===== config.mk =====
export PLATFORM = sky130hd
export DESIGN_NAME = icm_input_clock_monitor
export DESIGN_NICKNAME = d
export VERILOG_FILES = /design/src/icm_input_clock_monitor.v
export VERILOG_INCLUDE_DIRS = /design/src
export SDC_FILE = /design/constraint.sdc
export NUM_CORES = 2
export LEC_CHECK = 0
export BUFFER_PORTS_ARGS = -buffer_cell sky130_fd_sc_hd__buf_2
export CORE_ASPECT_RATIO = 1.5
export CORE_MARGIN = 3
export CORE_UTILIZATION = 45
export CTS_BUF_LIST = sky130_fd_sc_hd__clkbuf_4 sky130_fd_sc_hd__clkbuf_8
export DETAILED_ROUTE_END_ITERATION = 10
export MAX_ROUTING_LAYER = met4
export SETUP_SLACK_MARGIN = 0.1
export SYNTH_ARGS = -nofsm -noshare
export SYNTH_HDL_FRONTEND = slang
export SYNTH_SLANG_ARGS = --single-unit

===== constraint.sdc =====
create_clock -name aclk -period 11.6 [get_ports aclk]
set_input_delay 1.16 -clock aclk [delete_from_list [all_inputs] [get_ports aclk]]
set_output_delay 1.16 -clock aclk [all_outputs]
set_load 0.01 [all_outputs]

===== src/icm_defs.vh =====
// Constants for the input clock monitor
`ifndef ICM_DEFS_VH
`define ICM_DEFS_VH
// ===========================================================
// Timing
`define ICM_CLK_PERIOD_NS 4
`define ICM_INTERVAL_MS 128
`define ICM_INTERVAL_CYC ((`ICM_INTERVAL_MS * 1000000) / `ICM_CLK_PERIOD_NS)
`define ICM_FREQ_TOL_PPM 10000
`define ICM_PPM_DIV (1000000 / `ICM_FREQ_TOL_PPM)
`define ICM_MISS_SLOW 2
`define ICM_MISS_FAST 4
// ===========================================================
// Register offsets
`define ICM_OFS_CTRL 8'h00
`define ICM_OFS_VALID 8'h04
`define ICM_OFS_CHG 8'h08
`define ICM_OFS_IRQEN 8'h0c
`define ICM_OFS_PLLST 8'h10
`define ICM_OFS_ALARM 8'h14
`define ICM_OFS_STATE 8'h18
`define ICM_OFS_PROF 8'h20
`define ICM_OFS_ICFG 8'h40
`define ICM_OFS_LAST 8'h5c
// ===========================================================
// Fields
`define ICM_CTRL_FREQ_RANGE_ENABLE 0
`define ICM_CTRL_FPIN 1
`define ICM_CTRL_NOACTIVITY_LOSSOFLOCK 2
`define ICM_PLL_SRF 0
`define ICM_PLL_PSTATE 1
`define ICM_PLL_SLOCK 2
`define ICM_PLL_SNOIN 3
`define ICM_PROF_SIZE 7:0
`define ICM_PROF_ALARM 15:8
`define ICM_PROF_CLEAR 23:16
`define ICM_PROF_DECAY 25:24
`define ICM_ICFG_NOM 15:0
`define ICM_ICFG_FAST 16
`define ICM_ICFG_PROF 18:17
// ===========================================================
// Reset values and responses
`define ICM_CTRL_RST 3'h1
`define ICM_IRQEN_RST 12'h000
`define ICM_PROF_RST 26'h001080a
`define ICM_ICFG_RST 19'h00010
`define ICM_RESP_OKAY 2'h0
`define ICM_RESP_SLVERR 2'h2
`endif


===== src/icm_input_clock_monitor.v =====
// Input clock monitor: range check, leaky buckets, fast monitors, AXI4-Lite registers
// Contract
// - Input invalid when its frequency is off nominal by over 10,000ppm.
// - Frequency range enable cleared stops all frequency invalidation.
// - Frequency measured against the master clock as timebase.
// - Real-time valid bit; any change latches a flag and may request interrupt.
// - Invalid inputs are never offered for automatic reference selection.
// - Secondary no-input flag set when no valid input exists.
// - Each input picks one of four bucket profiles, each fully programmable.
// - 128ms intervals; bucket fills at most once, on inactivity or frequency range error.
// - Fill when inactive over two cycles, or four for fast references.
// - Decay once per 1, 2, 4 or 8 clean intervals; none with fill.
// - Reaching alarm threshold sets activity alarm and invalidates input.
// - Decaying to clear threshold clears the activity alarm.
// - Bucket saturates at its profile size.
// - Fill events come from frequency range and activity monitors.
// - Each DPLL has a fast range and inactivity monitor on its reference.
// - Primary no-activity enters mini-holdover and latches reference failure.
// - Reference failure latch requests interrupt when enabled.
// - Failure pin follows the failure latch when pin enable set.
// - Loss-of-lock control off: no lock loss, nearest-edge tracking resumes.
// - Loss-of-lock control on: lose lock, latch change, relock phase/frequency.
// - Secondary never sets failure latch; may drop lock and latch change.
`timescale 1ns/10ps
`default_nettype none
`include "icm_defs.vh"
module icm_input_clock_monitor #(
   parameter NUM_INPUTS = 8,
   parameter INTERVAL_CYC = `ICM_INTERVAL_CYC
) (
   input wire aclk,
   input wire aresetn,
   input wire [7:0] s_axi_awaddr,
   input wire s_axi_awvalid,
   output wire s_axi_awready,
   input wire [31:0] s_axi_wdata,
   input wire [3:0] s_axi_wstrb,
   input wire s_axi_wvalid,
   output wire s_axi_wready,
   output reg [1:0] s_axi_bresp,
   output reg s_axi_bvalid,
   input wire s_axi_bready,
   input wire [7:0] s_axi_araddr,
   input wire s_axi_arvalid,
   output wire s_axi_arready,
   output reg [31:0] s_axi_rdata,
   output reg [1:0] s_axi_rresp,
   output reg s_axi_rvalid,
   input wire s_axi_rready,
   input wire [NUM_INPUTS-1:0] ref_clk_in,
   input wire [2:0] primary_ref_sel,
   input wire [2:0] secondary_ref_sel,
   input wire primary_phase_locked,
   input wire secondary_phase_locked,
   output wire [NUM_INPUTS-1:0] ref_eligible,
   output wire primary_holdover,
   output wire primary_lossoflock,
   output wire primary_nearest_edge,
   output wire secondary_lock_flag,
   output wire irq_req,
   output reg selected_ref_fail
);

   localparam [31:0] INT_LAST_W = INTERVAL_CYC - 1;
   localparam [24:0] INT_LAST = INT_LAST_W[24:0];

   // ===========================================================
   // Helpers
   function icm_map_ok;
      input [7:0] a;
      begin
         icm_map_ok = (a[1:0] == 2'h0) && ((a <= `ICM_OFS_STATE) ||
            ((a >= `ICM_OFS_PROF) && (a <= `ICM_OFS_LAST)));
      end
   endfunction

   function [31:0] icm_merge;
      input [31:0] old;
      input [31:0] wd;
      input [3:0] strb;
      integer k;
      begin
         icm_merge = old;
         for (k = 0; k < 4; k = k + 1) begin
            if (strb[k]) begin
               icm_merge[k*8 +: 8] = wd[k*8 +: 8];
            end
         end
      end
   endfunction

   // ===========================================================
   // Registers
   reg [2:0] ctrl_r;
   reg [11:0] irqen_r;
   reg [25:0] prof_r [0:3];
   reg [18:0] icfg_r [0:NUM_INPUTS-1];
   reg [NUM_INPUTS-1:0] chg_r;
   reg [3:0] pll_r;
   reg [24:0] int_cnt_r;
   reg pfail_r;
   reg sfail_r;
   reg lol_r;
   reg sec_lock_r;
   wire [NUM_INPUTS-1:0] valid_w;
   wire [NUM_INPUTS-1:0] valid_nxt_w;
   wire [NUM_INPUTS-1:0] alarm_w;
   wire [NUM_INPUTS-1:0] inact_w;
   wire [NUM_INPUTS-1:0] fbad_w;
   wire freq_range_enable = ctrl_r[`ICM_CTRL_FREQ_RANGE_ENABLE];
   wire noactivity_lossoflock = ctrl_r[`ICM_CTRL_NOACTIVITY_LOSSOFLOCK];
   wire tick = (int_cnt_r == INT_LAST);
   wire wr_go = s_axi_awvalid & s_axi_wvalid & ~s_axi_bvalid;
   wire rd_go = s_axi_arvalid & ~s_axi_rvalid;
   wire wr_ok = icm_map_ok(s_axi_awaddr);
   wire [31:0] wr_word;
   wire [31:0] wr_mask;
   integer j;
   integer m;

   assign s_axi_awready = wr_go;
   assign s_axi_wready = wr_go;
   assign s_axi_arready = ~s_axi_rvalid;

   // ===========================================================
   // Write path
   assign wr_word = icm_merge(32'h00000000, s_axi_wdata, s_axi_wstrb);
   assign wr_mask = icm_merge(32'h00000000, 32'hffffffff, s_axi_wstrb);

   always @(posedge aclk) begin
      if (!aresetn) begin
         ctrl_r <= `ICM_CTRL_RST;
         irqen_r <= `ICM_IRQEN_RST;
         s_axi_bvalid <= 1'b0;
         s_axi_bresp <= `ICM_RESP_OKAY;
         for (j = 0; j < 4; j = j + 1) begin
            prof_r[j] <= `ICM_PROF_RST;
         end
         for (j = 0; j < NUM_INPUTS; j = j + 1) begin
            icfg_r[j] <= `ICM_ICFG_RST;
         end
      end else begin
         if (s_axi_bvalid && s_axi_bready) begin
            s_axi_bvalid <= 1'b0;
         end
         if (wr_go) begin
            s_axi_bvalid <= 1'b1;
            s_axi_bresp <= wr_ok ? `ICM_RESP_OKAY : `ICM_RESP_SLVERR;
            if (s_axi_awaddr == `ICM_OFS_CTRL) begin
               ctrl_r <= (ctrl_r & ~wr_mask[2:0]) | wr_word[2:0];
            end
            if (s_axi_awaddr == `ICM_OFS_IRQEN) begin
               irqen_r <= (irqen_r & ~wr_mask[11:0]) | wr_word[11:0];
            end
            for (j = 0; j < 4; j = j + 1) begin
               if (s_axi_awaddr == `ICM_OFS_PROF + j * 4) begin
                  prof_r[j] <= (prof_r[j] & ~wr_mask[25:0]) | wr_word[25:0];
               end
            end
            for (j = 0; j < NUM_INPUTS; j = j + 1) begin
               if (s_axi_awaddr == `ICM_OFS_ICFG + j * 4) begin
                  icfg_r[j] <= (icfg_r[j] & ~wr_mask[18:0]) | wr_word[18:0];
               end
            end
         end
      end
   end

   // ===========================================================
   // Interval timebase
   always @(posedge aclk) begin
      if (!aresetn) begin
         int_cnt_r <= 25'h0000000;
      end else begin
         int_cnt_r <= tick ? 25'h0000000 : int_cnt_r + 25'h0000001;
      end
   end

   // ===========================================================
   // Per-input monitors
   genvar gi;
   generate
      for (gi = 0; gi < NUM_INPUTS; gi = gi + 1) begin : g_in
         reg samp_r;
         reg seen_r;
         reg [17:0] since_r;
         reg fbad_r;
         reg fill_r;
         reg [7:0] bucket_r;
         reg [2:0] dec_cnt_r;
         reg alarm_r;
         reg valid_r;
         wire [18:0] cfg = icfg_r[gi];
         wire [25:0] prof = prof_r[cfg[`ICM_ICFG_PROF]];
         wire [17:0] nom = {2'h0, cfg[`ICM_ICFG_NOM]};
         wire [31:0] tol_w = nom / `ICM_PPM_DIV;
         wire [17:0] tol = tol_w[17:0];
         wire [31:0] miss_w = cfg[`ICM_ICFG_FAST] ? `ICM_MISS_FAST : `ICM_MISS_SLOW;
         wire [17:0] miss = miss_w[17:0];
         wire [17:0] lim = nom * miss;
         wire edge_in = ref_clk_in[gi] & ~samp_r;
         wire [17:0] period = since_r + 18'h00001;
         wire inact = since_r > lim;
         wire ferr = (period < nom - tol) | (period > nom + tol);
         wire fbad = freq_range_enable & fbad_r;
         wire fill_now = fill_r | inact | fbad;
         wire [3:0] dec_last = (4'h1 << prof[`ICM_PROF_DECAY]) - 4'h1;
         assign inact_w[gi] = inact;
         assign fbad_w[gi] = fbad;
         assign alarm_w[gi] = alarm_r;
         assign valid_nxt_w[gi] = ~alarm_r & ~fbad;
         assign valid_w[gi] = valid_r;
         always @(posedge aclk) begin
            if (!aresetn) begin
               samp_r <= 1'b1;
               seen_r <= 1'b0;
               since_r <= 18'h00000;
               fbad_r <= 1'b0;
               fill_r <= 1'b0;
               bucket_r <= 8'h00;
               dec_cnt_r <= 3'h0;
               alarm_r <= 1'b0;
               valid_r <= 1'b1;
            end else begin
               samp_r <= ref_clk_in[gi];
               seen_r <= seen_r | edge_in;
               since_r <= edge_in ? 18'h00000 : ((&since_r) ? since_r : period);
               fbad_r <= !freq_range_enable ? 1'b0 : (edge_in ? (ferr & seen_r) : fbad_r);
               fill_r <= tick ? 1'b0 : fill_now;
               valid_r <= valid_nxt_w[gi];
               if (tick) begin
                  if (fill_now) begin
                     dec_cnt_r <= 3'h0;
                     if (bucket_r < prof[`ICM_PROF_SIZE]) begin
                        bucket_r <= bucket_r + 8'h01;
                     end else begin
                        bucket_r <= prof[`ICM_PROF_SIZE];
                     end
                  end else if (dec_cnt_r == dec_last[2:0]) begin
                     dec_cnt_r <= 3'h0;
                     if (bucket_r != 8'h00) begin
                        bucket_r <= bucket_r - 8'h01;
                     end
                  end else begin
                     dec_cnt_r <= dec_cnt_r + 3'h1;
                  end
               end
               if (!alarm_r && bucket_r >= prof[`ICM_PROF_ALARM]) begin
                  alarm_r <= 1'b1;
               end else if (alarm_r && bucket_r <= prof[`ICM_PROF_CLEAR]) begin
                  alarm_r <= 1'b0;
               end
            end
         end
      end
   endgenerate

   assign ref_eligible = valid_w;

   // ===========================================================
   // Fast activity monitors and DPLL reactions
   wire pfail = inact_w[primary_ref_sel] | fbad_w[primary_ref_sel];
   wire sfail = inact_w[secondary_ref_sel] | fbad_w[secondary_ref_sel];
   wire pev = pfail & ~pfail_r;
   wire sev = sfail & ~sfail_r;
   wire lol_set = pev & noactivity_lossoflock;
   wire lol_clr = lol_r & ~pfail & primary_phase_locked;
   wire slock_nxt = (sev & noactivity_lossoflock) ? 1'b0 : ((~sfail & secondary_phase_locked) ? 1'b1 : sec_lock_r);

   assign primary_holdover = pfail_r;
   assign primary_lossoflock = lol_r;
   assign primary_nearest_edge = ~lol_r;

   always @(posedge aclk) begin
      if (!aresetn) begin
         pfail_r <= 1'b0;
         sfail_r <= 1'b0;
         lol_r <= 1'b0;
         sec_lock_r <= 1'b0;
      end else begin
         pfail_r <= pfail;
         sfail_r <= sfail;
         sec_lock_r <= slock_nxt;
         if (lol_set) begin
            lol_r <= 1'b1;
         end else if (lol_clr) begin
            lol_r <= 1'b0;
         end
      end
   end

   assign secondary_lock_flag = sec_lock_r;

   // ===========================================================
   // Latched flags, set wins over clear
   wire clr_chg = wr_go & (s_axi_awaddr == `ICM_OFS_CHG);
   wire clr_pll = wr_go & (s_axi_awaddr == `ICM_OFS_PLLST);
   wire [NUM_INPUTS-1:0] chg_set = valid_w ^ valid_nxt_w;
   wire [3:0] pll_set;

   assign pll_set[`ICM_PLL_SRF] = pev;
   assign pll_set[`ICM_PLL_PSTATE] = lol_set | lol_clr;
   assign pll_set[`ICM_PLL_SLOCK] = slock_nxt ^ sec_lock_r;
   assign pll_set[`ICM_PLL_SNOIN] = ~|valid_w;

   always @(posedge aclk) begin
      if (!aresetn) begin
         chg_r <= {NUM_INPUTS{1'b0}};
         pll_r <= 4'h0;
         selected_ref_fail <= 1'b0;
      end else begin
         chg_r <= (chg_r & ~(clr_chg ? wr_word[NUM_INPUTS-1:0] : {NUM_INPUTS{1'b0}})) | chg_set;
         pll_r <= (pll_r & ~(clr_pll ? wr_word[3:0] : 4'h0)) | pll_set;
         selected_ref_fail <= ctrl_r[`ICM_CTRL_FPIN] & pll_r[`ICM_PLL_SRF];
      end
   end

   assign irq_req = |({pll_r, chg_r} & irqen_r);

   // ===========================================================
   // Read path
   always @(posedge aclk) begin
      if (!aresetn) begin
         s_axi_rvalid <= 1'b0;
         s_axi_rdata <= 32'h00000000;
         s_axi_rresp <= `ICM_RESP_OKAY;
      end else begin
         if (s_axi_rvalid && s_axi_rready) begin
            s_axi_rvalid <= 1'b0;
         end
         if (rd_go) begin
            s_axi_rvalid <= 1'b1;
            s_axi_rresp <= icm_map_ok(s_axi_araddr) ? `ICM_RESP_OKAY : `ICM_RESP_SLVERR;
            s_axi_rdata <= 32'h00000000;
            case (s_axi_araddr)
               `ICM_OFS_CTRL: s_axi_rdata <= {29'h0, ctrl_r};
               `ICM_OFS_VALID: s_axi_rdata <= {{(32-NUM_INPUTS){1'b0}}, valid_w};
               `ICM_OFS_CHG: s_axi_rdata <= {{(32-NUM_INPUTS){1'b0}}, chg_r};
               `ICM_OFS_IRQEN: s_axi_rdata <= {20'h0, irqen_r};
               `ICM_OFS_PLLST: s_axi_rdata <= {28'h0, pll_r};
               `ICM_OFS_ALARM: s_axi_rdata <= {{(32-NUM_INPUTS){1'b0}}, alarm_w};
               `ICM_OFS_STATE: s_axi_rdata <= {28'h0, sec_lock_r, lol_r, pfail_r, pfail};
               default: begin
                  for (m = 0; m < 4; m = m + 1) begin
                     if (s_axi_araddr == `ICM_OFS_PROF + m * 4) begin
                        s_axi_rdata <= {6'h0, prof_r[m]};
                     end
                  end
                  for (m = 0; m < NUM_INPUTS; m = m + 1) begin
                     if (s_axi_araddr == `ICM_OFS_ICFG + m * 4) begin
                        s_axi_rdata <= {13'h0, icfg_r[m]};
                     end
                  end
               end
            endcase
         end
      end
   end

endmodule
`default_nettype wire


# == After elaboration in Yosys (flattened, before gate mapping) ==
# Memories as Yosys holds them, arrays and structs flattened.
# Index checks and enable logic that the tools add are counted.
# word_totals
register_bits,375
ram_bits,256
in_bits,75
out_inout_bits,55
memories,2
# mem_list
name,words,width,rd,rd_clocked_by_memory_dff,wr,line,rtl
icfg_r,8,19,8,0,8,icm_input_clock_monitor.v:97,reg [18:0] icfg_r [0:NUM_INPUTS-1];
prof_r,4,26,12,0,4,icm_input_clock_monitor.v:96,reg [25:0] prof_r [0:3];
# classes
add_sub_neg,57
n_mul,8
div,8
n_lt_le_gt_ge,56
eq_ne,42
shifts,8
mux,174
bitwise,165
reduce_logical,102
# op_table
cell,n
2-to-1 mux 32 bit,11
2-to-1 mux 8 bit,39
greater-than comparator 18 bit,16
"divider 16 x 7 -> 32 bit, second input constant",8
case mux 32 bit (7 select lines),1
bitwise AND 19 bit,8
2-to-1 mux 19 bit,8
OR 19 bit,8
adder 16 x 18 -> 18 bit,8
"adder 18 x 1 -> 18 bit, second input constant",8
less-than comparator 18 bit,8
multiplier 16 x 3 -> 18 bit,8
AND reduction 18 bit,8
subtractor 16 x 18 -> 18 bit,8
2-to-1 mux 26 bit,5
"== test 8 x 7 -> 1 bit, second input constant",16
bitwise AND 26 bit,4
OR 26 bit,4
2-to-1 mux 1 bit,77
2-to-1 mux 3 bit,24
"adder 8 x 1 -> 8 bit, second input constant",8
"== test 8 x 6 -> 1 bit, second input constant",8
>= comparator 8 bit,8
<= comparator 8 bit,8
49 further kinds,311

# == Logic depth before layout (Yosys ltp) ==
# logic_depth
word_depth,14
mapped_depth,69

# == Worst setup path after synthesis ==
# Ideal clock, no wire load.
# synth_path
path_kind,flip-flop to flip-flop
from,memory icfg_r[5][13] (netlist: icfg_r[1][32])
to,register g_in[5].fbad_r
setup_time_ns,0.127
arrival_ns,10.655
t_required_ns,11.473
slack_ns,0.818
stages_incl_launch_ff,56
n_path_buf,1
synth_period_minus_slack_ns,10.782
path_cell_list,edfxtp_1 > buf_2 > o31ai_1 > inv_1 > ha_1 > nand2b_1 > o21ai_1 > a311oi_1 > or4_1 > a21o_2 > inv_2 > a21oi_1 > or3_1 > a211oi_2 > nor4_1 > a311o_1 > o21ai_4 > inv_2 > [... 20 more ...] > o21ai_0 > a21oi_1 > o21bai_1 > a21o_1 > a21o_1 > and2_1 > nand2_1 > xnor2_1 > ha_1 > a21o_1 > a21oi_1 > o21ai_0 > a21o_1 > a21o_1 > a21oi_1 > a31oi_1 > o311ai_0 > a21oi_1
# synth_rtl
element,line,rtl
"start, declared",icm_input_clock_monitor.v:97,
"end signal, assigned",icm_input_clock_monitor.v:228,fbad_r <= !freq_range_enable ? 1'b0 : (edge_in ? (ferr & seen_r) : fbad_r);
"end, declared",icm_input_clock_monitor.v:187,reg fbad_r;

==> out/metrics.cfg <==
[status]
status = completed

[floorplan]
rows = 186
die_h_um = 516
die-area_um2 = 179000
start_util = 0.454
core_area_um2 = 172000
die-width_um = 346
pin_count = 130

[synth]
synth-seq-cells = 623
syn_inst = 9740
yosysSeqAreaShare = 0.192
yosys_warnings = 0
synth_edf_count = 256
synth_ff_type = dfxtp_1
netlist_area_um2 = 78100
synth.distinct_cells = 136
async_flop_share = 0
syn_avg_cell_area_um2 = 8.02

[drt]
antenna_left = 0
vias = 78300
routed_via_density = 6.20
avgRoutedWirePerCell_um = 24.5
wl_mm = 309
drc = 0
drt-initial-drc-count = 6946
drt_pass1_iterations = 9

[worst_setup_path]
arrival_ns = 11.84
end_kind = flop
crit_type = reg2reg
rrSetupSlack_ns = 0.49
cp.required_ns = 12.33
crit_path_max_fanout = 9
slowest_delay_ns = 0.52
cp_slowest_cell = edfxtp_1
cp-start-kind = flop

[placement]
numPortBuffers = 115
place_inst = 12300
hpwlAfterDp_mm = 236
place_congestion = 1.03

[timing]
setup_violations = 0
period_share = 0.958
slew_violations = 0
rsz0062_at_grt = yes
finalClockSkew_ns = 0.0847
hold_viol = 0
slew-limit-headroom = 0.0172
holdWs_ns = 0.470
period_minus_slack_ns = 11.11
tightest_slew_ns = 1.46
fmax_mhz = 90.0

[clocking]
h-tree-depth = 3
clk_latency_ns = 0.91
clock_sinks = 623
numCtsBuffers = 112
root_buffer = clkbuf_8
cts_tree = done
path_clk_slew_ns = 0.08
cts_buffer_depth = 3

[final_layout]
nNetsFinal = 11300
layout-drive-gt1-share = 0.168
fillers = 16600
instances_no_fill = 12600
syn_to_final_growth_pct = 14.4

[global_route]
grt.overflow.total = 0
grt_antenna_before_repair = 30
grt_pass1_wl_mm = 456
grt_max_degree = 117
grt_pass1_vias = 75700
track_usage = 0.341

[job]
cap_violations = 0

[pwr]
ir_drop_uv = 244
powerDensity_nw_per_um2 = 144
p_leak_nw = 38.9

[min_path]
hp-class = reg2reg

repair_timing:
| action | CTS | global route |
|---|---|---|
| endpoints found under the setup margin | 6 | 8 |
| setup buffers | 7 | 84 |
| hold buffers | 0 | 0 |
| pin swaps | 6 | 158 |
| resized for setup | 25 | 364 |
| gates cloned | 1 | 0 |
layout by cell type (no fill, tap or decap), drive strengths merged, types with 33 or more instances in the layout:
cell type / Yosys / routed
nor4: 43 / 43
a221oi: 44 / 44
clkinv: 9 / 48
o22ai: 32 / 33
a211oi: 96 / 96
edfxtp: 256 / 256
a21o: 201 / 201
xor2: 159 / 159
dfxtp: 367 / 367
nor2: 786 / 786
a21boi: 43 / 43
clkbuf: 417 / 155
buf: 105 / 792
inv: 721 / 726
a21oi: 934 / 934
or3: 57 / 57
mux2i: 79 / 79
a31oi: 103 / 103
nand4: 121 / 121
mux4: 209 / 209
nand2b: 384 / 384
xnor2: 441 / 441
nand3: 295 / 295
maj3: 43 / 43
o21ai: 696 / 696
o211ai: 93 / 93
ha: 929 / 929
o21a: 96 / 96
a222oi: 44 / 44
a22oi: 41 / 41
conb: 2 / 128
nand2: 548 / 548
mux2: 75 / 75
o31ai: 53 / 53
nor2b: 132 / 132
and2: 68 / 68
nor3: 183 / 183
or2: 55 / 55
and3: 170 / 170
o21bai: 67 / 67
cell families (layout without fill, tap and decap cells):
| logic type | Yosys count | in the layout | synth area share |
|---|---|---|---|
| buf+inv | 1252 | 1735 | 0.0623 |
| simple gates | 2979 | 2979 | 0.193 |
| flops | 623 | 623 | 0.192 |
| fa+ha+maj | 996 | 996 | 0.161 |
| other cells | 2 | 151 | 0.0000961 |
| compound gates | 2925 | 2926 | 0.242 |
| xor+xnor | 600 | 600 | 0.0678 |
| mux | 363 | 363 | 0.0812 |
flip-flops by register name (all words and copies together), names as in the netlist, 4 cells and up, named ones only:
name,cells
icfg_r,152
g_in.since_r,144
prof_r,104
g_in.bucket_r,64
s_axi_rdata,26
int_cnt_r,25
g_in.dec_cnt_r,24
chg_r,8
g_in.alarm_r,8
g_in.fbad_r,8
g_in.fill_r,8
g_in.samp_r,8
g_in.seen_r,8
g_in.valid_r,8
pll_r,4
critical path, delay by kind of cell, from the launching register on:
family                     cells  cell delay (ns)
AOI/OAI and AO/OA             29             5.43
and+or+nand+nor                8             1.35
xor gates and xnor gates       5             0.73
buffers and inverters         10             1.23
adders and majority gates      4             1.18
DFF                            1             0.52
muxes                          2             0.51
cells in the mapped netlist (38+ instances only):
cell | n | area, um2
a21o_1 | 200 | 1500
or2_2 | 41 | 257
edfxtp_1 | 256 | 7690
nand3_1 | 294 | 1470
nor2b_1 | 132 | 826
mux4_2 | 209 | 4710
a22oi_1 | 40 | 300
nor2_1 | 780 | 2930
a21boi_0 | 38 | 285
nand4_1 | 121 | 757
o21ai_0 | 662 | 3310
o21a_1 | 96 | 721
o31ai_1 | 40 | 300
a21oi_1 | 929 | 4650
mux2i_1 | 78 | 781
o211ai_1 | 87 | 653
xor2_1 | 159 | 1390
and2_1 | 66 | 413
buf_1 | 49 | 184
a222oi_1 | 44 | 440
dfxtp_1 | 367 | 7350
ha_1 | 929 | 11600
nor4_1 | 40 | 250
or3_1 | 56 | 350
xnor2_1 | 435 | 3810
nor3_1 | 178 | 891
a221oi_1 | 41 | 359
a211oi_1 | 85 | 638
a31oi_1 | 101 | 632
and3_1 | 170 | 1060
mux2_2 | 75 | 845
o21bai_1 | 67 | 503
inv_1 | 694 | 2610
clkbuf_1 | 416 | 1560
nand2_1 | 544 | 2040
nand2b_1 | 384 | 2400
power by group:
| part | internal, mW | leakage [nW] | total, mW | switching, mW |
|---|---|---|---|---|
| registers | 2.33 | 5.53 | 2.46 | 0.129 |
| clock network | 1.31 | 1.32 | 2.45 | 1.14 |
| logic | 3.63 | 32.1 | 7.95 | 4.32 |
layer usage:
metal | GRT usage | vias up | wire length (um)
li1 | - | 36700 | -
met1 | 0.354 | 37600 | 111000
met2 | 0.578 | 3128 | 148000
met3 | 0.0704 | 978 | 24200
met4 | 0.238 | 0 | 26000
met5 | - | - | 0
stage by stage:
step | area (um2) | total power, mW | TNS, ns | util | setup WS [ns]
after floorplan | 78600 | 7.58 | 0 | - | 0.818
after detailed placement | 84400 | 9.85 | -0.385 | 0.491 | -0.201
after global placement | 84400 | 9.72 | -0.117 | 0.491 | -0.117
after global routing | 89300 | 13.8 | -0.00590 | 0.519 | -0.00590
after CTS | 87100 | 12.4 | 0 | 0.506 | 0.104
final | 89400 | 12.9 | 0 | 0.520 | 0.490
layout make-up:
cell class	instances	area, um2	share of cell area
Timing Repair Buffer	793	5720	0.0640
Clock buffer	154	1940	0.0218
Multi-Input combinational cell	7992	60400	0.676
Inverter	730	2760	0.0309
Antenna cell	23	57.6	0.000644
Tap cell	2256	2820	0.0316
Sequential cell	623	15000	0.168
Clock inverter	58	586	0.00655
worst paths after layout:
kind                 startpoint        endpoint  cells past startpoint
hold / removal     int_cnt_r[0]    int_cnt_r[0]                      1
setup reg to reg  icfg_r[0][15]  g_in[0].fbad_r                     58
setup / recovery  icfg_r[0][15]  g_in[0].fbad_r                     58
hold reg to reg    int_cnt_r[0]    int_cnt_r[0]                      1
Power figures use the tool's default switching activity.
